### config.mk
export PLATFORM = sky130hd
export DESIGN_NAME = operand_locator
export DESIGN_NICKNAME = d
export VERILOG_FILES = /design/src/rtl/addr_gen_pkg.sv /design/src/rtl/ea_adder.sv /design/src/rtl/operand_locator.sv
export SDC_FILE = /design/constraint.sdc
export NUM_CORES = 1
export LEC_CHECK = 0
export BUFFER_PORTS_ARGS = -buffer_cell sky130_fd_sc_hd__buf_4
export CAP_MARGIN = 20
export CORE_ASPECT_RATIO = 0.5
export CORE_MARGIN = 3
export CORE_UTILIZATION = 52
export DETAILED_ROUTE_END_ITERATION = 10
export PLACE_DENSITY = 0.88
export SYNTH_ARGS = -nofsm -noshare
export SYNTH_HDL_FRONTEND = slang
export SYNTH_SLANG_ARGS = --single-unit
### constraint.sdc
create_clock -name mclk -period 7.55 [get_ports mclk]
set_input_delay 1.51 -clock mclk [delete_from_list [all_inputs] [get_ports mclk]]
set_output_delay 1.51 -clock mclk [all_outputs]
set_load 0.01 [all_outputs]
### src/rtl/addr_gen_pkg.sv
package addr_gen_pkg;

   // ----------------------------------------------------------------
   // widths and fixed values
   // ----------------------------------------------------------------
   localparam int          ADDR_W             = 16;
   localparam int          SEL_W              = 4;
   localparam logic [15:0] RESET_PC           = 16'h0000;
   localparam logic [15:0] PC_STEP            = 16'h0002;
   localparam logic [3:0]  ZERO_REG           = 4'h0;
   localparam logic [3:0]  STACK_POINTER_WORD = 4'hf;

   // ----------------------------------------------------------------
   // status line codes
   // ----------------------------------------------------------------
   localparam logic [3:0]  STATUS_INSTR       = 4'hc;
   localparam logic [3:0]  STATUS_DATA_DEF    = 4'h8;
   localparam logic [3:0]  STATUS_STACK_DEF   = 4'h9;
   localparam logic [3:0]  STATUS_STD_IO_DEF  = 4'h2;
   localparam logic [3:0]  STATUS_SPEC_IO_DEF = 4'h3;
   localparam logic [3:0]  STATUS_NONE_DEF    = 4'h0;

   // ----------------------------------------------------------------
   // types
   // ----------------------------------------------------------------
   typedef enum logic [2:0] {
      register_mode,
      literal_operand_mode,
      pointer_register_mode,
      absolute_address_mode,
      index_mode,
      pc_offset_mode,
      base_mode,
      two_register_sum_mode
   } addr_mode_type;

   typedef enum logic [3:0] {
      cls_general,
      cls_std_io,
      cls_spec_io,
      cls_jump_call,
      cls_load,
      cls_load_effective,
      cls_pc_offset_jump,
      cls_decrement_jump_nonzero,
      cls_pc_offset_call,
      cls_pc_offset_load,
      cls_pc_offset_load_effective
   } inst_class_type;

   typedef enum logic [1:0] {
      byte_width,
      word_width,
      double_word_register,
      quad_word_register
   } width_type;

   typedef enum logic [1:0] {
      loc_register,
      loc_instruction,
      loc_memory,
      loc_program_counter
   } location_type;

   typedef struct packed {
      addr_mode_type    mode;
      inst_class_type   cls;
      width_type        width;
      logic             is_destination;
      logic [SEL_W-1:0] ptr_sel;
      logic [SEL_W-1:0] idx_sel;
      logic [15:0]      inst_word;
      logic [15:0]      ptr_value;
      logic [15:0]      idx_value;
   } request_type;

   typedef struct packed {
      location_type     location;
      logic [15:0]      ea;
      logic [3:0]       status;
      width_type        width;
      logic             pc_load;
      logic             invalid;
   } result_type;

endpackage

### src/rtl/ea_adder.sv
`timescale 1ns/1ps

// ------------------------------------------------------------------
// effective address adder
// ------------------------------------------------------------------
module ea_adder #(
   parameter int WIDTH = 16
) (
   input  wire logic [WIDTH-1:0] base,
   input  wire logic [WIDTH-1:0] offset,
   output wire logic [WIDTH-1:0] sum
);

   logic [WIDTH:0] full;

   assign full = {1'b0, base} + {1'b0, offset};
   // carry dropped
   // the carry is thrown away so addresses wrap around the space
   assign sum  = full[WIDTH-1:0];

endmodule

### src/rtl/operand_locator.sv
`timescale 1ns/1ps

// Summary of operation
// - register mode reads the named register; opcode fixes width.
// - immediate serves sources only; immediate destination is invalid.
// - immediate operands lie in program memory space.
// - indirect address is a whole word register, never register zero.
// - indirect space follows class: standard I/O, special I/O, memory.
// - indirect memory use via stack pointer word reports stack.
// - direct address comes from instruction; space follows class.
// - direct jump or call loads the instruction address into PC.
// - index address is instruction address plus index register.
// - any word register except register zero may index.
// - index operands in data space; jump or call targets in program.
// - relative address is updated PC plus signed displacement.
// - relative operands always lie in program memory space.
// - relative mode only for the five relative instruction kinds.
// - base address is base register plus instruction displacement.
// - base mode only for load and load address.
// - any word register except register zero may be base.
// - base mode reports stack when base is stack pointer word.
// - base-index adds base and index; load and load address only.
// - base-index accepts any register but zero in either role.
// - base-index reports stack when base is stack pointer word.
// - PC steps past each fetched word before relative sums use it.
// - relative operand cycles drive status code 1100.
module operand_locator #(
   parameter logic [3:0] STATUS_DATA    = addr_gen_pkg::STATUS_DATA_DEF,
   parameter logic [3:0] STATUS_STACK   = addr_gen_pkg::STATUS_STACK_DEF,
   parameter logic [3:0] STATUS_STD_IO  = addr_gen_pkg::STATUS_STD_IO_DEF,
   parameter logic [3:0] STATUS_SPEC_IO = addr_gen_pkg::STATUS_SPEC_IO_DEF,
   parameter logic [3:0] STATUS_NONE    = addr_gen_pkg::STATUS_NONE_DEF
) (
   input  wire logic                      mclk,
   input  wire logic                      rst,
   input  wire logic                      req_valid,
   input  wire addr_gen_pkg::request_type req,
   input  wire logic                      fetch_word,
   output      logic                      ans_valid,
   output      addr_gen_pkg::result_type  ans,
   output      logic [15:0]               pc
);

   // ----------------------------------------------------------------
   // register decoding helpers
   // ----------------------------------------------------------------
   function automatic logic is_stack(input logic [3:0] sel);
      return sel == addr_gen_pkg::STACK_POINTER_WORD;
   endfunction

   function automatic logic is_zero(input logic [3:0] sel);
      return sel == addr_gen_pkg::ZERO_REG;
   endfunction

   // ----------------------------------------------------------------
   // mode and class decode
   // ----------------------------------------------------------------
   wire logic is_reg;
   wire logic is_imm;
   wire logic is_ptr;
   wire logic is_abs;
   wire logic is_idx;
   wire logic is_rel;
   wire logic is_base;
   wire logic is_bx;
   wire logic std_io;
   wire logic spec_io;
   wire logic jump_call;
   wire logic load_class;
   wire logic rel_class;

   assign is_reg  = req.mode == addr_gen_pkg::register_mode;
   assign is_imm  = req.mode == addr_gen_pkg::literal_operand_mode;
   assign is_ptr  = req.mode == addr_gen_pkg::pointer_register_mode;
   assign is_abs  = req.mode == addr_gen_pkg::absolute_address_mode;
   assign is_idx  = req.mode == addr_gen_pkg::index_mode;
   assign is_rel  = req.mode == addr_gen_pkg::pc_offset_mode;
   assign is_base = req.mode == addr_gen_pkg::base_mode;
   assign is_bx   = req.mode == addr_gen_pkg::two_register_sum_mode;

   assign std_io     = req.cls == addr_gen_pkg::cls_std_io;
   assign spec_io    = req.cls == addr_gen_pkg::cls_spec_io;
   assign jump_call  = req.cls == addr_gen_pkg::cls_jump_call;
   assign load_class = req.cls == addr_gen_pkg::cls_load
                    || req.cls == addr_gen_pkg::cls_load_effective;
   assign rel_class  = req.cls == addr_gen_pkg::cls_pc_offset_jump
                    || req.cls == addr_gen_pkg::cls_decrement_jump_nonzero
                    || req.cls == addr_gen_pkg::cls_pc_offset_call
                    || req.cls == addr_gen_pkg::cls_pc_offset_load
                    || req.cls == addr_gen_pkg::cls_pc_offset_load_effective;

   // ----------------------------------------------------------------
   // program counter view
   // ----------------------------------------------------------------
   wire logic [15:0] pc_stepped;
   wire logic [15:0] pc_now;

   assign pc_stepped = 16'(pc + addr_gen_pkg::PC_STEP);
   // updated pc
   // a word fetched in the same cycle already counts, so the relative
   // base never lags the instruction stream
   assign pc_now     = fetch_word ? pc_stepped : pc;

   // ----------------------------------------------------------------
   // address operands
   // ----------------------------------------------------------------
   wire logic [15:0] op_a;
   wire logic [15:0] op_b;
   wire logic [15:0] sum;

   assign op_a = (is_rel || is_imm) ? pc_now :
                 (is_abs || is_idx) ? req.inst_word :
                 (is_ptr || is_base || is_bx) ? req.ptr_value :
                 16'h0000;
   assign op_b = (is_idx || is_bx) ? req.idx_value :
                 (is_base || is_rel) ? req.inst_word :
                 16'h0000;

   ea_adder #(
      .WIDTH  (addr_gen_pkg::ADDR_W)
   ) adder (
      .base   (op_a),
      .offset (op_b),
      .sum    (sum)
   );

   // ----------------------------------------------------------------
   // address space and status code
   // ----------------------------------------------------------------
   wire logic       ptr_stack;
   wire logic [3:0] class_status;
   wire logic [3:0] mem_status;
   wire logic [3:0] next_status;

   assign ptr_stack = is_stack(req.ptr_sel);

   assign class_status = std_io  ? STATUS_STD_IO :
                         spec_io ? STATUS_SPEC_IO :
                         STATUS_DATA;
   assign mem_status   = ptr_stack ? STATUS_STACK : STATUS_DATA;

   assign next_status =
      is_reg                     ? STATUS_NONE :
      (is_imm || is_rel)         ? addr_gen_pkg::STATUS_INSTR :
      ((is_abs || is_idx) && jump_call) ? addr_gen_pkg::STATUS_INSTR :
      (is_ptr && (std_io || spec_io))   ? class_status :
      is_ptr                     ? mem_status :
      is_abs                     ? class_status :
      is_idx                     ? STATUS_DATA :
      mem_status;

   // ----------------------------------------------------------------
   // operand location
   // ----------------------------------------------------------------
   wire addr_gen_pkg::location_type next_location;
   wire logic                       jump_take;

   assign jump_take = req_valid && jump_call && (is_abs || is_idx);

   assign next_location = is_reg ? addr_gen_pkg::loc_register :
                          is_imm ? addr_gen_pkg::loc_instruction :
                          (jump_call && (is_abs || is_idx)) ?
                             addr_gen_pkg::loc_program_counter :
                          addr_gen_pkg::loc_memory;

   // ----------------------------------------------------------------
   // illegal encodings
   // ----------------------------------------------------------------
   wire logic uses_ptr;
   wire logic uses_idx;
   wire logic bad_reg;
   wire logic bad_use;

   assign uses_ptr = is_ptr || is_base || is_bx;
   assign uses_idx = is_idx || is_bx;
   assign bad_reg  = (uses_ptr && is_zero(req.ptr_sel))
                  || (uses_idx && is_zero(req.idx_sel));
   assign bad_use  = (is_imm && req.is_destination)
                  || ((is_base || is_bx) && !load_class)
                  || (is_rel && !rel_class);

   // ----------------------------------------------------------------
   // next state
   // ----------------------------------------------------------------
   wire addr_gen_pkg::result_type next_result;
   wire logic [15:0]              next_pc;

   assign next_result.location = next_location;
   assign next_result.ea       = sum;
   assign next_result.status   = next_status;
   assign next_result.width    = req.width;
   assign next_result.pc_load  = jump_call && (is_abs || is_idx);
   assign next_result.invalid  = bad_reg || bad_use;

   // a jump load wins over a fetch step in the same cycle
   // pc takes target
   assign next_pc = jump_take  ? sum :
                    fetch_word ? pc_stepped :
                    pc;

   // ----------------------------------------------------------------
   // registers
   // ----------------------------------------------------------------
   always_ff @(posedge mclk or posedge rst) begin
      if (rst) begin
         ans_valid <= 1'b0;
         ans       <= '0;
         pc        <= addr_gen_pkg::RESET_PC;
      end else begin
         ans_valid <= req_valid;
         if (req_valid) begin
            ans <= next_result;
         end
         pc <= next_pc;
      end
   end
endmodule

* Word-level counts from Yosys, hierarchy flattened
Cells that the tools add are included.
** Operators by class
- Add/subtract/negate cells :: 2
- Equality and inequality tests :: 18
- Mux-type cells :: 20
- Reduce and logical (&&, ||, !) cells :: 31
** Operators with widths (count)
- two-way mux 16 bit :: 7
- two-way mux 4 bit :: 8
- logical OR 1 bit :: 17
- adder 16 bit :: 1
- adder 16 x 2 -> 16 bit (second input constant) :: 1
- == test 4 x 3 -> 1 bit (second input constant) :: 4
- == test 4 bit (second input constant) :: 4
- == test 3 bit (second input constant) :: 4
- logical AND 1 bit :: 9
- == test 4 x 2 -> 1 bit (second input constant) :: 2
- zero test 4 bit :: 2
- == test 3 x 2 -> 1 bit (second input constant) :: 2
- == test 4 x 1 -> 1 bit (second input constant) :: 1
- two-way mux 2 bit :: 2
- == test 3 x 1 -> 1 bit (second input constant) :: 1
- zero test 3 bit :: 1
- two-way mux 1 bit :: 3
- zero test 1 bit :: 2
** Word-level totals
- Input port bits :: 70
- Output and inout port bits :: 43
- Flip-flop bits (word level) :: 43
- Word-level logic and storage cells :: 79

* Logic depth before layout (Yosys ltp)
- Word-level depth :: 9
- Mapped depth :: 15
- Mapped depth without buffers :: 14

* By module
A second synthesis with hierarchy kept.
** Unflattened totals
- Cells, all modules :: 446
- Area total of the unflattened synthesis :: 3769.9 µm²
** By module, submodules not included
- operand_locator :: area an instance 2916.5 µm², sequential area each 1076.0 µm², cells each 339, instances 1
- ea_adder :: area an instance 853.3 µm², sequential area each 0.0 µm², cells each 107, instances 1

* Least setup slack after synthesis
OpenSTA, ideal clock, no wires.
- Kind :: input to register
- From :: input req[64] (netlist name)
- To :: register ans[20] (netlist name)
- Setup time :: 131 ps
- Slack :: 3037 ps
- Required time :: 7419 ps
- Arrival time :: 4382 ps
- Buffers on the path :: 4
- Stages :: 15
- Path through :: buf_2 -> buf_6 -> clkbuf_1 -> buf_1 -> a22o_1 -> nand2_1 -> o21ai_0 -> ha_1 -> fa_1 -> a21o_1 -> a21oi_1 -> o21ai_0 -> a21oi_1 -> nor3_1 -> or3_1
** Between the ends
- Cells in the longest elaborated chain, start to end :: 7
- Elaborated cells on any way between the ends :: 19
- Classes of those cells :: add/sub (1); eq/ne (7); mux (5); reduce/logical (6)
** RTL lines
- start, declared :: line operand_locator.sv:37 : input wire addr_gen_pkg::request_type req,
- == test 3 x 2 -> 1 bit or == test 3 bit (tied branches) :: line operand_locator.sv:74, operand_locator.sv:78
- logical OR 1 bit (2 in a row) :: line operand_locator.sv:113 : (is_ptr || is_base || is_bx) ? req.ptr_value :
- two-way mux 16 bit :: line operand_locator.sv:113
- two-way mux 16 bit :: line operand_locator.sv:112 : (is_abs || is_idx) ? req.inst_word :
- two-way mux 16 bit :: line operand_locator.sv:111 : assign op_a = (is_rel || is_imm) ? pc_now :
- adder 16 bit (*) :: line ea_adder.sv:16 : assign full = {1'b0, base} + {1'b0, offset};
- end signal, assigned :: line operand_locator.sv:212 : ans <= next_result;
- end, declared :: line operand_locator.sv:40 : output addr_gen_pkg::result_type ans,
Every way passes the cells marked *; elsewhere a longest branch is shown, timed or not.
A chain may end at the register's enable or synchronous reset.

* Worst setup path in the final report
- From :: input req[64] (netlist name)
- To :: register pc[13]
** Between the ends
- Cells in the longest elaborated chain, start to end :: 8
- Elaborated cells on any way between the ends :: 21
- Classes of those cells :: add/sub (1); eq/ne (7); mux (6); reduce/logical (7)
** RTL lines
- == test 3 x 2 -> 1 bit or == test 3 bit (tied branches) :: line operand_locator.sv:74, operand_locator.sv:78
- logical OR 1 bit (2 in a row) :: line operand_locator.sv:113
- two-way mux 16 bit :: line operand_locator.sv:113
- two-way mux 16 bit :: line operand_locator.sv:112
- two-way mux 16 bit :: line operand_locator.sv:111
- adder 16 bit :: line ea_adder.sv:16
- two-way mux 16 bit (*) :: line operand_locator.sv:197 : assign next_pc = jump_take ? sum :
- via next_pc[13] :: line operand_locator.sv:186 : wire logic [15:0] next_pc;
- end signal, assigned :: line operand_locator.sv:208 : pc <= addr_gen_pkg::RESET_PC;
- end signal, assigned :: line operand_locator.sv:214 : pc <= next_pc;
- end, declared :: line operand_locator.sv:41 : output logic [15:0] pc
Mark *: on every way through the listed nets, which the timed path passes. The rest lies on a longest branch.

==> summary.md <==
| Metric | Value |
|---|---|
| Final ANT Viol Nets | `0` |
| Hold_ws | `0.489 ns` |
| Finished Core Util | `69.5%` |
| Largest net degree at the start of global routing | `62` |
| Worst vdd ir | `0.188 mV` |
| Netlist Area Pre-Place | `3880 um2` |
| Synthesized Nets | `558` |
| Gr usage total | `27.0%` |
| Total negative slack | `0 ns` |
| Asr flop ratio synth | `100%` |
| Yosys reg bits | `43` |
| Vias | `4064` |
| Initial DRC Count | `511` |
| CP Launch Type | `primary input` |
| Clock-pin transition on the worst setup and hold timing paths | `0.06 ns` |
| Routed len/inst | `17.5 um` |
| Final WS setup | `2.60 ns` |
| Critical Path RT | `7.73 ns` |
| Max Slew Vio Count | `0` |
| Post-route insts no fill | `656` |
| Slew HR | `36.9%` |
| Crit path kind | `in2reg` |
| Core area | `6960 um2` |
| Tcrit/Tclk final | `65.6%` |
| Port Buffer Count | `112` |
| Starting Density | `55.7%` |
| Ranking of synthesized cells by area | `dfrtp_1 (28%), nand2_1 (6.4%), a21oi_1 (5.9%)` |
| Area Overhead vs Synth | `24.7%` |
| RSZ-0062 raised after global routing | `false` |
| Row Count | `21` |
| Final GP Congestion | `0.950` |
| Dpl cell area | `4700 um2` |
| Layout Skew | `0.00568 ns` |
| Largest area contributor in the netlist | `dfrtp_1` |
| Reg area | `1080 um2` |
| Hold WC Path Type | `reg2reg` |
| Drt via density | `6.20` |
| Post-synthesis instance total | `471` |
| CP max-delay cell | `nor2_1` |
| Cts repair resizes | `0` |
| Setup Viol. Count Final | `0` |
| CTS tree | `yes` |
| Design area | `4840 um2` |
| CP cell instances | `buf_4, nor2_1, a22o_1, a32oi_1, o21ai_0, ha_1, a211oi_1, nor3_1, o41ai_2, a21o_1, a211oi_1, a211oi_1` |
| Area share of the largest cell type after synthesis | `27.8%` |
| CTS Sinks | `43` |
| Max_cap viols | `0` |
| Pwr Total | `1.08 mW` |
| Worst slack at placement | `2.47 ns` |
| Critical Path End Type | `flip-flop` |
| DRT Wirelength | `11500 um` |
| IO Count | `113` |
| GRT Residual Overflow | `0` |
| CTS root buffer | `clkbuf_16` |
| Clk_lat worst skew | `0.29 ns` |
| Footprint of the multi-input gates | `2600 um2` |
| Die area | `8590 um2` |
| Hold Fails Final Rpt | `0` |
| CP Data Arrival Time | `5.13 ns` |
| Final min period | `4.95 ns` |
| Pwr Density | `224 nW/um2` |
| Avg Cell Area, Syn | `8.23 um2` |
| Pre-antenna DRT Iters | `5` |
| Synth unique cells | `68` |
| Clock buffer count from CTS | `5` |
| Die height | `67.1 um` |
| Yosys warns | `0` |
| Initial antenna violation count | `0` |
| Clock Tree Buf Depth | `2` |
| # nets final | `650` |
| Fill count | `585` |
| Die Wd | `128 um` |
| Number of global-route vias before repair | `3549` |
| Outcome | `finished, final reports clean` |
| Top cell by count, worst path | `a211oi_1` |
| Placed Instances | `648` |
| Slowest cell delay on critical path | `0.76 ns` |
| Hold-fix buffers, CTS | `0` |
| H-tree levels | `2` |
| Post-CTS Setup Inserts | `0` |
| Post-synth EDFFs | `0` |
| DR DRC count | `0` |
| Synth Flop Type | `dfrtp_1` |
| First-pass GRT wire length | `18100 um` |
| Crit-path max FO | `61` |
| Post-synthesis sequential area ratio | `27.8%` |
| Max Fclk | `202 MHz` |
| Static leakage | `2.20 nW` |
| Share of cells above drive strength 1 | `26.8%` |
| Worst-Margin Slew | `0.946 ns` |
| Post-DP HPWL | `8700 um` |
| ANT cells | `0` |
[synthesized netlist by cell type, types with 5 or more instances]
cell type,instances
dfrtp_1,43
o21ai_0,29
a21oi_1,46
xnor2_1,19
a22o_1,15
nand2_1,66
nor4_1,6
nor3_1,10
mux2_2,11
o21a_1,5
ha_1,16
xor2_1,8
nand4_1,5
a32oi_1,14
nor2_1,36
clkbuf_1,18
inv_1,12
a21boi_0,17
a21o_1,6
[final timing paths]
check                                     from                   to  depth (start not counted)  slack, ns
max                                    req[64]     pc[13]$_DFF_PP0_                         12       2.60
min                        ans[16]$_DFFE_PP0P_  ans[16]$_DFFE_PP0P_                          2       0.49
max reg2reg                    pc[3]$_DFF_PP0_  ans[23]$_DFFE_PP0P_                         13       3.93
min reg2reg                ans[16]$_DFFE_PP0P_  ans[16]$_DFFE_PP0P_                          2       0.49
max in group asynchronous                  rst  ans[15]$_DFFE_PP0P_                          2       5.52
min in group asynchronous                  rst  ans[14]$_DFFE_PP0P_                          2       1.44
[worst max-delay path, delay by kind of cell]
family / cells / cell delay [ns]
adder cells (fa/ha/maj): 1 / 0.32
buffers and inverters: 1 / 0.28
AND/OR/NAND/NOR: 2 / 0.88
AO/OA/AOI/OAI: 8 / 2.11
[cell type report]
cell class,instances,share of cell area (%)
inverters,12,0.931
flip-flops and latches,43,22.3
clock buffers,7,2.74
clock inverters,1,0.103
multi-input cells,386,53.7
well taps,92,2.38
repair buffers,115,17.9
[flip-flops by register name, indices dropped and copies added, names as in the netlist]
register   flops
pc            16
ans           26
ans_valid      1
[layout by cell type (no fill, tap or decap), types with 3 or more instances in the layout]
cell type	instances
o21a_1	5
nand3_1	4
o21ai_0	29
nor3b_1	3
a22o_1	15
xor2_1	8
nor2b_1	3
ha_1	16
a2bb2oi_1	4
inv_1	11
a21boi_0	17
dfrtp_1	43
a21oi_1	46
o31ai_2	3
o21bai_1	3
clkbuf_16	5
a21o_1	6
buf_4	115
mux2i_1	4
nand4_1	5
nor4_1	6
and3_1	3
nor3_1	10
a211oi_1	4
nor2_1	36
nand2_1	66
mux2_2	11
a32oi_1	14
xnor2_1	19
o21ai_1	4
[logic make-up after synthesis]
group                    synth area share (%)
buffers and inverters                    5.23
flip-flops                               27.8
AO/OA/AOI/OAI                            29.9
AND/OR/NAND/NOR                          20.8
multiplexers                             4.52
XOR/XNOR                                 6.10
adder cells (fa/ha/maj)                  5.68
[report_power, final]
part | switching [mW] | total [mW] | internal (mW)
sequential | 0.0715 | 0.365 | 0.294
combinational | 0.272 | 0.506 | 0.234
clock | 0.0906 | 0.213 | 0.122
[per-layer routing]
layer / wire [um] / share of wire (%) / vias to the layer above / global-route usage (%)
li1: - / - / 1925 / -
met1: 5140 / 45 / 1942 / 38.0
met2: 5190 / 45 / 179 / 41.3
met3: 1020 / 8.9 / 18 / 6.57
met4: 154 / 1.3 / 0 / 7.41
met5: 0 / 0 / - / 0
No activity file was read; power rests on OpenSTA's default activity.
